## src/lfc_defs.svh

```systemverilog
// Constants of the frame control register block
//
// Operation
// - Slave: writing one to halt blocks frame processing until next break; reads zero.
// - Slave: with sleep bit one, sleep after sleep-command frame or bus idle timeout.
// - Slave: with sleep bit zero, leave sleep once a wakeup event is received.
// - Direction bit: zero receives response bytes, one transmits them.
// - Controller clears the acknowledge bit itself once the acknowledgement is taken.
// - Writing one to interrupt-clear clears pending-interrupt flag; bit reads zero.
// - Writing one to error-clear clears status and error register error flags; reads zero.
// - Writing one to wakeup request sends a wakeup signal and ends sleep.
// - Controller clears the wakeup request bit itself after handling it.
// - Master: writing one to start request begins a frame transmission.
// - Start request returns to zero on transmission completion or error.
// - Control register sits at indirect location 0x08; all bits reset to zero.
// - Indirect data port reaches the register chosen by the indirect address pointer.
// - Mode bit zero is slave, one is master; marked bits act only in their mode.
// - Pending-interrupt flag reads one while an interrupt is outstanding until cleared.
`ifndef LFC_DEFS_SVH
`define LFC_DEFS_SVH

// ----------------------------------------
// Indirect register locations
// ----------------------------------------
`define LFC_ADDR_CTRL 8'h08
`define LFC_ADDR_STATUS 8'h09
`define LFC_ADDR_ERROR 8'h0a

// ----------------------------------------
// Control register fields and reset
// ----------------------------------------
`define LFC_CTRL_HALT 7
`define LFC_CTRL_SLEEP 6
`define LFC_CTRL_DIR 5
`define LFC_CTRL_ACK 4
`define LFC_CTRL_INTCLR 3
`define LFC_CTRL_ERRCLR 2
`define LFC_CTRL_WAKE 1
`define LFC_CTRL_START 0
`define LFC_CTRL_RESET 8'h00

// ----------------------------------------
// Status register fields
// ----------------------------------------
`define LFC_ST_INT 3
`define LFC_ST_ERR 2
`define LFC_ERR_BITS 5

`endif

```

## src/lfc_pkg.sv

```systemverilog
// Types of the frame control register block
package lfc_pkg;

    // Power state of the link as seen by the control logic
    typedef enum logic [1:0]
    {
        LFC_AWAKE = 2'b00,
        LFC_ASLEEP = 2'b01,
        LFC_WAKING = 2'b10
    } lfc_power_t;

endpackage : lfc_pkg

```

## src/lfc_flag_if.sv

```systemverilog
// Carrier between control logic and the flag keeper
`timescale 1ns/1ps
`default_nettype none
`include "lfc_defs.svh"

interface lfc_flag_if;
    logic irq_event;
    logic [`LFC_ERR_BITS-1:0] err_event;
    logic clr_int;
    logic clr_err;
    logic int_pending;
    logic err_any;
    logic [`LFC_ERR_BITS-1:0] err_bits;

    modport ctl
    (
        output irq_event, err_event, clr_int, clr_err,
        input int_pending, err_any, err_bits
    );
    modport flags
    (
        input irq_event, err_event, clr_int, clr_err,
        output int_pending, err_any, err_bits
    );
endinterface : lfc_flag_if

`default_nettype wire

```

## src/lfc_ctrl.sv

```systemverilog
// Frame control register with indirect access and controller hooks
`timescale 1ns/1ps
`default_nettype none
`include "lfc_defs.svh"

module lfc_ctrl
(
    input wire logic sys_clk,
    input wire logic rst,
    // Indirect register access
    input wire logic ptr_wr,
    input wire logic data_wr,
    input wire logic [7:0] sfr_wdata,
    output logic [7:0] sfr_rdata,
    // Mode select, one is master
    input wire logic master_mode,
    // Events from the frame engine
    input wire logic break_seen,
    input wire logic sleep_frame_rx,
    input wire logic idle_timeout,
    input wire logic wakeup_rx,
    input wire logic wakeup_tx_done,
    input wire logic ack_taken,
    input wire logic frame_done,
    input wire logic frame_error,
    input wire logic irq_event,
    input wire logic [`LFC_ERR_BITS-1:0] err_event,
    // Commands to the frame engine
    output logic frame_start,
    output logic wakeup_tx,
    output logic data_ack,
    output logic transmit_dir,
    output logic halted,
    output logic asleep,
    output logic interrupt_pending,
    output logic error_pending
);

    // ----------------------------------------
    // Storage
    // ----------------------------------------
    logic [7:0] indirect_address_pointer;
    logic sleep_enable;
    logic direction_select;
    logic data_request_acknowledge;
    logic wakeup_send_request;
    logic frame_start_request;
    logic ctl_wr;
    lfc_pkg::lfc_power_t power;
    lfc_pkg::lfc_power_t next_power;
    lfc_flag_if fl ();

    // Write of one into a control bit
    function automatic logic wr_one(input logic wr, input logic [7:0] d, input int pos);
        wr_one = wr && d[pos];
    endfunction : wr_one

    assign ctl_wr = data_wr && (indirect_address_pointer == `LFC_ADDR_CTRL);

    // ----------------------------------------
    // Indirect address pointer
    // ----------------------------------------
    always_ff @(posedge sys_clk)
    begin
        if (rst)
            indirect_address_pointer <= 8'h00;
        else if (ptr_wr)
            indirect_address_pointer <= sfr_wdata;
    end

    // ----------------------------------------
    // Plain read/write bits
    // ----------------------------------------
    always_ff @(posedge sys_clk)
    begin
        if (rst)
        begin
            sleep_enable <= 1'(`LFC_CTRL_RESET >> `LFC_CTRL_SLEEP);
            direction_select <= 1'b0;
        end
        else if (ctl_wr)
        begin
            direction_select <= sfr_wdata[`LFC_CTRL_DIR];
            if (!master_mode)
                sleep_enable <= sfr_wdata[`LFC_CTRL_SLEEP];
        end
    end

    // Acknowledge bit, a fresh write wins over the hand-off
    always_ff @(posedge sys_clk)
    begin
        if (rst)
            data_request_acknowledge <= 1'b0;
        else if (!master_mode && wr_one(ctl_wr, sfr_wdata, `LFC_CTRL_ACK))
            data_request_acknowledge <= 1'b1;
        else if (ack_taken)
            data_request_acknowledge <= 1'b0;
    end

    // Start request, master only, held until the frame ends
    always_ff @(posedge sys_clk)
    begin
        if (rst)
            frame_start_request <= 1'b0;
        else if (master_mode && wr_one(ctl_wr, sfr_wdata, `LFC_CTRL_START))
            frame_start_request <= 1'b1;
        else if (frame_done || frame_error)
            frame_start_request <= 1'b0;
    end

    // Start pulse to the frame engine on the write itself
    always_ff @(posedge sys_clk)
    begin
        if (rst)
            frame_start <= 1'b0;
        else
            frame_start <= master_mode && wr_one(ctl_wr, sfr_wdata, `LFC_CTRL_START);
    end

    // Halt, slave only, lifted by the next break
    always_ff @(posedge sys_clk)
    begin
        if (rst)
            halted <= 1'b0;
        else if (!master_mode && wr_one(ctl_wr, sfr_wdata, `LFC_CTRL_HALT))
            halted <= 1'b1;
        else if (break_seen)
            halted <= 1'b0;
    end

    // Wakeup request, cleared once the wakeup has gone out
    always_ff @(posedge sys_clk)
    begin
        if (rst)
            wakeup_send_request <= 1'b0;
        else if (wr_one(ctl_wr, sfr_wdata, `LFC_CTRL_WAKE))
            wakeup_send_request <= 1'b1;
        else if (wakeup_tx_done)
            wakeup_send_request <= 1'b0;
    end

    // Wakeup transmit pulse on the request write
    always_ff @(posedge sys_clk)
    begin
        if (rst)
            wakeup_tx <= 1'b0;
        else
            wakeup_tx <= wr_one(ctl_wr, sfr_wdata, `LFC_CTRL_WAKE);
    end

    // ----------------------------------------
    // Power state
    // ----------------------------------------
    always_comb
    begin
        next_power = power;
        unique case (power)
            lfc_pkg::LFC_AWAKE:
            begin
                if (wr_one(ctl_wr, sfr_wdata, `LFC_CTRL_WAKE))
                    next_power = lfc_pkg::LFC_WAKING;
                else if (!master_mode && sleep_enable && (sleep_frame_rx || idle_timeout))
                    next_power = lfc_pkg::LFC_ASLEEP;
            end
            lfc_pkg::LFC_ASLEEP:
            begin
                if (wr_one(ctl_wr, sfr_wdata, `LFC_CTRL_WAKE))
                    next_power = lfc_pkg::LFC_WAKING;
                else if (!master_mode && !sleep_enable && wakeup_rx)
                    next_power = lfc_pkg::LFC_AWAKE;
            end
            lfc_pkg::LFC_WAKING:
            begin
                // A fresh request in the done cycle keeps the wakeup going
                if (wakeup_tx_done && !wr_one(ctl_wr, sfr_wdata, `LFC_CTRL_WAKE))
                    next_power = lfc_pkg::LFC_AWAKE;
            end
            default:
            begin
                next_power = lfc_pkg::LFC_AWAKE;
            end
        endcase
    end

    always_ff @(posedge sys_clk)
    begin
        if (rst)
            power <= lfc_pkg::LFC_AWAKE;
        else
            power <= next_power;
    end

    // ----------------------------------------
    // Flag keeper and clear strobes
    // ----------------------------------------
    assign fl.irq_event = irq_event;
    assign fl.err_event = err_event;
    assign fl.clr_int = wr_one(ctl_wr, sfr_wdata, `LFC_CTRL_INTCLR);
    assign fl.clr_err = wr_one(ctl_wr, sfr_wdata, `LFC_CTRL_ERRCLR);

    lfc_flags u_flags
    (
        .sys_clk(sys_clk),
        .rst(rst),
        .fl(fl.flags)
    );

    // ----------------------------------------
    // Registered outputs
    // ----------------------------------------
    always_ff @(posedge sys_clk)
    begin
        if (rst)
        begin
            data_ack <= 1'b0;
            transmit_dir <= 1'b0;
            asleep <= 1'b0;
            interrupt_pending <= 1'b0;
            error_pending <= 1'b0;
        end
        else
        begin
            data_ack <= data_request_acknowledge;
            transmit_dir <= direction_select;
            asleep <= (next_power == lfc_pkg::LFC_ASLEEP);
            interrupt_pending <= fl.int_pending;
            error_pending <= fl.err_any;
        end
    end

    // Indirect read data, write-only bits read as zero
    always_ff @(posedge sys_clk)
    begin
        if (rst)
            sfr_rdata <= 8'h00;
        else if (indirect_address_pointer == `LFC_ADDR_CTRL)
            sfr_rdata <= {1'b0, sleep_enable, direction_select, data_request_acknowledge,
                          2'b00, wakeup_send_request, frame_start_request};
        else if (indirect_address_pointer == `LFC_ADDR_STATUS)
            sfr_rdata <= {4'h0, fl.int_pending, fl.err_any, 2'b00};
        else if (indirect_address_pointer == `LFC_ADDR_ERROR)
            sfr_rdata <= {3'b000, fl.err_bits};
        else
            sfr_rdata <= 8'h00;
    end
endmodule : lfc_ctrl

`default_nettype wire

```

## src/lfc_flags.sv

```systemverilog
// Interrupt and error flag keeper
`timescale 1ns/1ps
`default_nettype none
`include "lfc_defs.svh"

module lfc_flags
(
    input wire logic sys_clk,
    input wire logic rst,
    lfc_flag_if.flags fl
);

    // ----------------------------------------
    // Pending interrupt, a new event beats the clear
    // ----------------------------------------
    always_ff @(posedge sys_clk)
    begin
        if (rst)
            fl.int_pending <= 1'b0;
        else if (fl.irq_event)
            fl.int_pending <= 1'b1;
        else if (fl.clr_int)
            fl.int_pending <= 1'b0;
    end

    // ----------------------------------------
    // Error register bits, one flop per bit
    // ----------------------------------------
    genvar g;
    generate
        for (g = 0; g < `LFC_ERR_BITS; g++)
        begin : g_err
            always_ff @(posedge sys_clk)
            begin
                if (rst)
                    fl.err_bits[g] <= 1'b0;
                else if (fl.err_event[g])
                    fl.err_bits[g] <= 1'b1;
                else if (fl.clr_err)
                    fl.err_bits[g] <= 1'b0;
            end
        end
    endgenerate

    // Summary error flag of the status register
    always_ff @(posedge sys_clk)
    begin
        if (rst)
            fl.err_any <= 1'b0;
        else if (|fl.err_event)
            fl.err_any <= 1'b1;
        else if (fl.clr_err)
            fl.err_any <= 1'b0;
    end
endmodule : lfc_flags

`default_nettype wire

```

## config.mk

```make
export PLATFORM = sky130hd
export DESIGN_NAME = lfc_ctrl
export DESIGN_NICKNAME = d
export VERILOG_FILES = /design/src/lfc_pkg.sv /design/src/lfc_flag_if.sv /design/src/lfc_ctrl.sv /design/src/lfc_flags.sv
export VERILOG_INCLUDE_DIRS = /design/src
export SDC_FILE = /design/constraint.sdc
export NUM_CORES = 1
export LEC_CHECK = 0
export BUFFER_PORTS_ARGS = -buffer_cell sky130_fd_sc_hd__buf_2
export CAP_MARGIN = 20
export CORE_AREA = 2 2 56 58
export CTS_CLUSTER_SIZE = 8
export DETAILED_ROUTE_END_ITERATION = 8
export DIE_AREA = 0 0 58 60
export HOLD_SLACK_MARGIN = 0.03
export PLACE_DENSITY = 0.79
export RECOVER_POWER = 25
export SYNTH_ARGS = -nofsm -noshare
export SYNTH_HDL_FRONTEND = slang
export SYNTH_SLANG_ARGS = --single-unit
```

## constraint.sdc

```tcl
create_clock -name sys_clk -period 2.5 [get_ports sys_clk]
set_input_delay 0.125 -clock sys_clk [delete_from_list [all_inputs] [get_ports sys_clk]]
set_output_delay 0.125 -clock sys_clk [all_outputs]
set_load 0.05 [all_outputs]
```

# == Word level (Yosys, flattened, before mapping) ==
# Cells that the tools add are included.
# word_totals
ramBits,0
latch_bits,0
n_memories,0
ff_bits,38
mem_bits_ro,0
elab_cells,94
# classes
n_mul,0
addsub,0
muxes,26
shifts,0
n_eq_ne,6
n_div,0
order_cmp,0
bitwise,1
n_reduce_logical,36
# op_table
cell,n
$eq A8 B4 Y1 const B,3
$reduce_bool A2 Y1,11
$mux W1,17
$logic_and A1 B1 Y1,15
$mux W2,5
$mux W5,2
$mux W7,1
$pmux W2 S3,1
$reduce_or A5 Y1,1
$eq A2 B1 Y1 const B,2
$logic_not A1 Y1,3
$reduce_or A3 Y1,1
$eq A2 B2 Y1 const B,1
$logic_not A2 Y1,1
$logic_or A1 B1 Y1,2
$reduce_and A2 Y1,1
$reduce_or A2 Y1,1
$not A1 Y1,1

# == Logic depth before layout (Yosys ltp) ==
# logic_depth
word_depth,8
mapped_depth,5

# == By module ==
# Synthesis repeated with hierarchy kept, for this count alone.
# unflattened
hier_cells,142
area_unflattened_um2,1407.6
# by_module_without_submodules
module,area_per_inst_um2,n_inst,cells_each
lfc_ctrl,1152.4,1,114
lfc_flags,255.2,1,28

# == Least setup slack after synthesis ==
# Ideal clock, no wire load.
# synth_path
path_kind,reg2reg
start,reg indirect_address_pointer[5]
end,reg direction_select
t_arrival_ns,1.305
setup_time_ns,0.123
slack_ns,1.072
stages_incl_launch_ff,4
required_ns,2.377
period_less_slack_ns,1.428
path_cell_list,dfxtp_1 -> nor4_4 -> and3_1 -> mux2_1
# synth_via
elab_chain_cells,2
# synth_lines
item,line_no,rtl
"start, declared",lfc_ctrl.sv:42,logic [7:0] indirect_address_pointer;
"start signal, assigned",lfc_ctrl.sv:68,indirect_address_pointer <= sfr_wdata;
$eq A8 B4 Y1 (no line),--,
$logic_and A1 B1 Y1,lfc_ctrl.sv:58,assign ctl_wr = data_wr && (indirect_address_pointer == `LFC_ADDR_CTRL);
"end signal, assigned",lfc_ctrl.sv:83,direction_select <= sfr_wdata[`LFC_CTRL_DIR];
"end, declared",lfc_ctrl.sv:44,logic direction_select;
# No other way between the ends.
# A chain may end at the register's enable or synchronous reset.

==> impl_metrics.yaml <==
timing:
  tightest_slew_ps: 1711
  slew_viol_final: 43
  final.setup.tns_ps: 0
  clock-skew-final_ps: 2.540
  slew_headroom: -0.1407
  report.final.setup_viol: 0
  maxClockFrequency_mhz: 611.2
  hold_ws_ps: 48.61
  period_needed_ps: 1636
  timing_hold_violations_final: 0
  rsz_0062_raised_after_global_routing: "false"
  final_period_utilization: 0.6545
clocking:
  postCtsResizedCells: 0
  cts_buffer_depth: 2
  clk_pin_slew_ps: 100
  tritoncts_clock_tree: "yes"
  cts.sinks: 37
  clkLatencyLatePin_ps: 340
  clock_tree.root_cell: "sky130_fd_sc_hd__clkbuf_4"
  cts_made_buffers: 5
  cts_max_level: 2
place:
  io_port_bufs: 41
  dp_hpwl_mm: 2.229
  finalWeightedCongestion: 0.8671
worst_hold_path:
  hold_path_depth: 3
  timing.hold.worst_endpoint: "indirect_address_pointer[2]"
  hold_path_class: "input pin to register"
  holdCritStartpoint: "sfr_wdata[2]"
worst_setup_path:
  cp_data_required_time_ps: 2730
  worstReg2RegStart: "indirect_address_pointer[5]"
  setup.worst_path.end_class: "register"
  reg2regPathDepth: 3
  rr_endpoint: "direction_select"
  worst-r2r-setup-slack_ps: 970
  startpoint: "rst"
  critical_path.max_fanout: 42
  worst_ep_arrival_time_ps: 1870
  setup.worst_path.class: "input pin to register"
  worstSetupStartpointType: "input pin"
grt:
  grt_pass1_wl_mm: 5.106
  globalRouteTotalUtil: 0.1985
  first_global_vias: 1110
  globalRoute.totalOverflow: 0
  grt_max_degree: 43
  initial_antenna_violation_count: 0
status:
  violations: "max-capacitance violations, max-slew violations"
  run_status: "finished with violations"
layout:
  fin_nets: 213
  nFillCells: 259
  utilization: 0.6099
  n_antenna_cell: 0
  layout.cells.most_common_list: "sky130_fd_sc_hd__buf_2, sky130_fd_sc_hd__dfxtp_1, sky130_fd_sc_hd__nor2_1, sky130_fd_sc_hd__nand2b_1, sky130_fd_sc_hd__mux2i_1"
  area_delta_synth_final_pct: 20.22
  final_layout_size_suffix_gt1_frac: 0.3102
  mostFrequentLayoutCell: "sky130_fd_sc_hd__buf_2"
routing:
  drt-pass1-iter-count: 4
  vias: 1179
  drt.antenna.violating_nets: 0
  drt_wl_total_mm: 3.048
  wire_length_per_cell_after_detailed_routing_um: 13.85
  drt_iter0_markers: 30
  vias_per_cell: 5.359
  drt_drc_violations_left: 0
floorplan:
  row_count: 20
  design.core.area_um2: 2903
  floorplan.die.height_um: 60
  initial_utilization: 0.5073
  ios: 43
  die_area_um2: 3480
  fp.dieW_um: 58
synth:
  async_reset_ff_frac: 0
  post-synth-top-area-fraction: 0.5030
  postSynthNetCount: 170
  synth-warning-count: 0
  yosys-top-cells-area: "sky130_fd_sc_hd__dfxtp_1, sky130_fd_sc_hd__mux2i_1, sky130_fd_sc_hd__nand2b_1, sky130_fd_sc_hd__nor2b_1, sky130_fd_sc_hd__nor4_2"
  postSynthCellCount: 143
  synth_seq_area_share: 0.5030
  synth_edf_count: 0
  ys_ff_latch: 37
  yosysUniqueCellTypes: 38
  syn_area_per_cell_um2: 10.30
  total_standard_cell_area_after_synthesis_um2: 1473
  synth_top_flop_cell: "sky130_fd_sc_hd__dfxtp_1"
  synth_largest_area_cell: "sky130_fd_sc_hd__dfxtp_1"
power:
  ir_worst_vdd_uv: 442.6
  p_leak_nw: 0.7803
  pwr_total_mw: 1.049
  power-per-cell-area_nw_per_um2: 592.4
flow_run:
  maxCapViolCount: 1
==> how the worst max path moves through the flow <==
stage                            end  slack, ps  cells past startpoint
detailed placement  direction_select        990                      3
CTS                 direction_select        970                      3
finish              direction_select        860                      3
global placement    direction_select       1020                      3
floorplan           direction_select       1070                      3
global route        direction_select        730                      3
==> metal layers <==
layer / track usage / vias to the layer above / part of all wire
met2: 0.3279 / 39 / 0.49
met3: 0.06494 / 8 / 0.071
met4: 0.08638 / 0 / 0.018
met1: 0.2368 / 546 / 0.42
li1: - / 586 / -
met5: 0 / - / 0
==> kinds of logic (layout without fill, tap and decap cells) <==
family | Yosys count | in the layout | synth area share
other cells | 1 | 1 | 0.002546
compound gates | 18 | 18 | 0.08836
simple gates | 57 | 57 | 0.2727
flops | 37 | 37 | 0.5030
mux | 12 | 12 | 0.08242
buf+inv | 18 | 62 | 0.05098
==> what timing repair did <==
| item | 4_1_cts | 5_1_grt |
|---|---|---|
| hold buffers | 5 | 0 |
| endpoints found under the hold margin | 5 | 0 |
| setup buffers | 0 | 0 |
==> through the flow <==
step | setup slack (ps) | instances | instance area, µm²
3_3_place_gp | 1022 | 207 | 1674
2_1_floorplan | 1072 | 143 | 1473
5_1_grt | 734.9 | 220 | 1770
3_5_place_dp | 986.8 | 207 | 1674
4_1_cts | 966.1 | 220 | 1773
6_report | 863.8 | 220 | 1770
==> layout make-up <==
class	instances	area, µm²	area share
Sequential cell	37	740.7	0.4184
Multi-Input combinational cell	88	656.9	0.3710
Timing Repair Buffer	46	252.7	0.1428
Clock buffer	8	48.80	0.02756
Tap cell	33	41.29	0.02332
Inverter	8	30.03	0.01696
==> cells in the mapped netlist, types with 2 or more instances <==
cell type,instances
sky130_fd_sc_hd__dfxtp_1,37
sky130_fd_sc_hd__nand2b_1,12
sky130_fd_sc_hd__nor2_1,12
sky130_fd_sc_hd__mux2i_1,11
sky130_fd_sc_hd__inv_1,8
sky130_fd_sc_hd__nor2b_1,8
sky130_fd_sc_hd__o22ai_1,6
sky130_fd_sc_hd__clkbuf_1,5
sky130_fd_sc_hd__nor4_2,4
sky130_fd_sc_hd__a21oi_1,3
sky130_fd_sc_hd__and4_1,3
sky130_fd_sc_hd__buf_2,3
sky130_fd_sc_hd__nor3_1,3
sky130_fd_sc_hd__a22oi_1,2
sky130_fd_sc_hd__nand4_1,2
sky130_fd_sc_hd__o31ai_1,2
==> sequential cells by signal (all words and copies together) (netlist names), 2 cells and up <==
| name | count |
|---|---|
| sfr_rdata | 7 |
| u_flags.fl.err_bits | 5 |
| power | 2 |
| indirect_address_pointer | 8 |
==> where the power goes <==
group / internal [mW] / switching (mW)
logic: 0.0538 / 0.0697
clock network: 0.112 / 0.184
registers: 0.611 / 0.0183
total: 0.777 / 0.272
==> critical path, cell delays in order <==
cell                       delay (ps)
sky130_fd_sc_hd__clkbuf_1        1210
sky130_fd_sc_hd__nor2b_1          170
sky130_fd_sc_hd__mux2_1           360
Power figures use the tool's default switching activity.
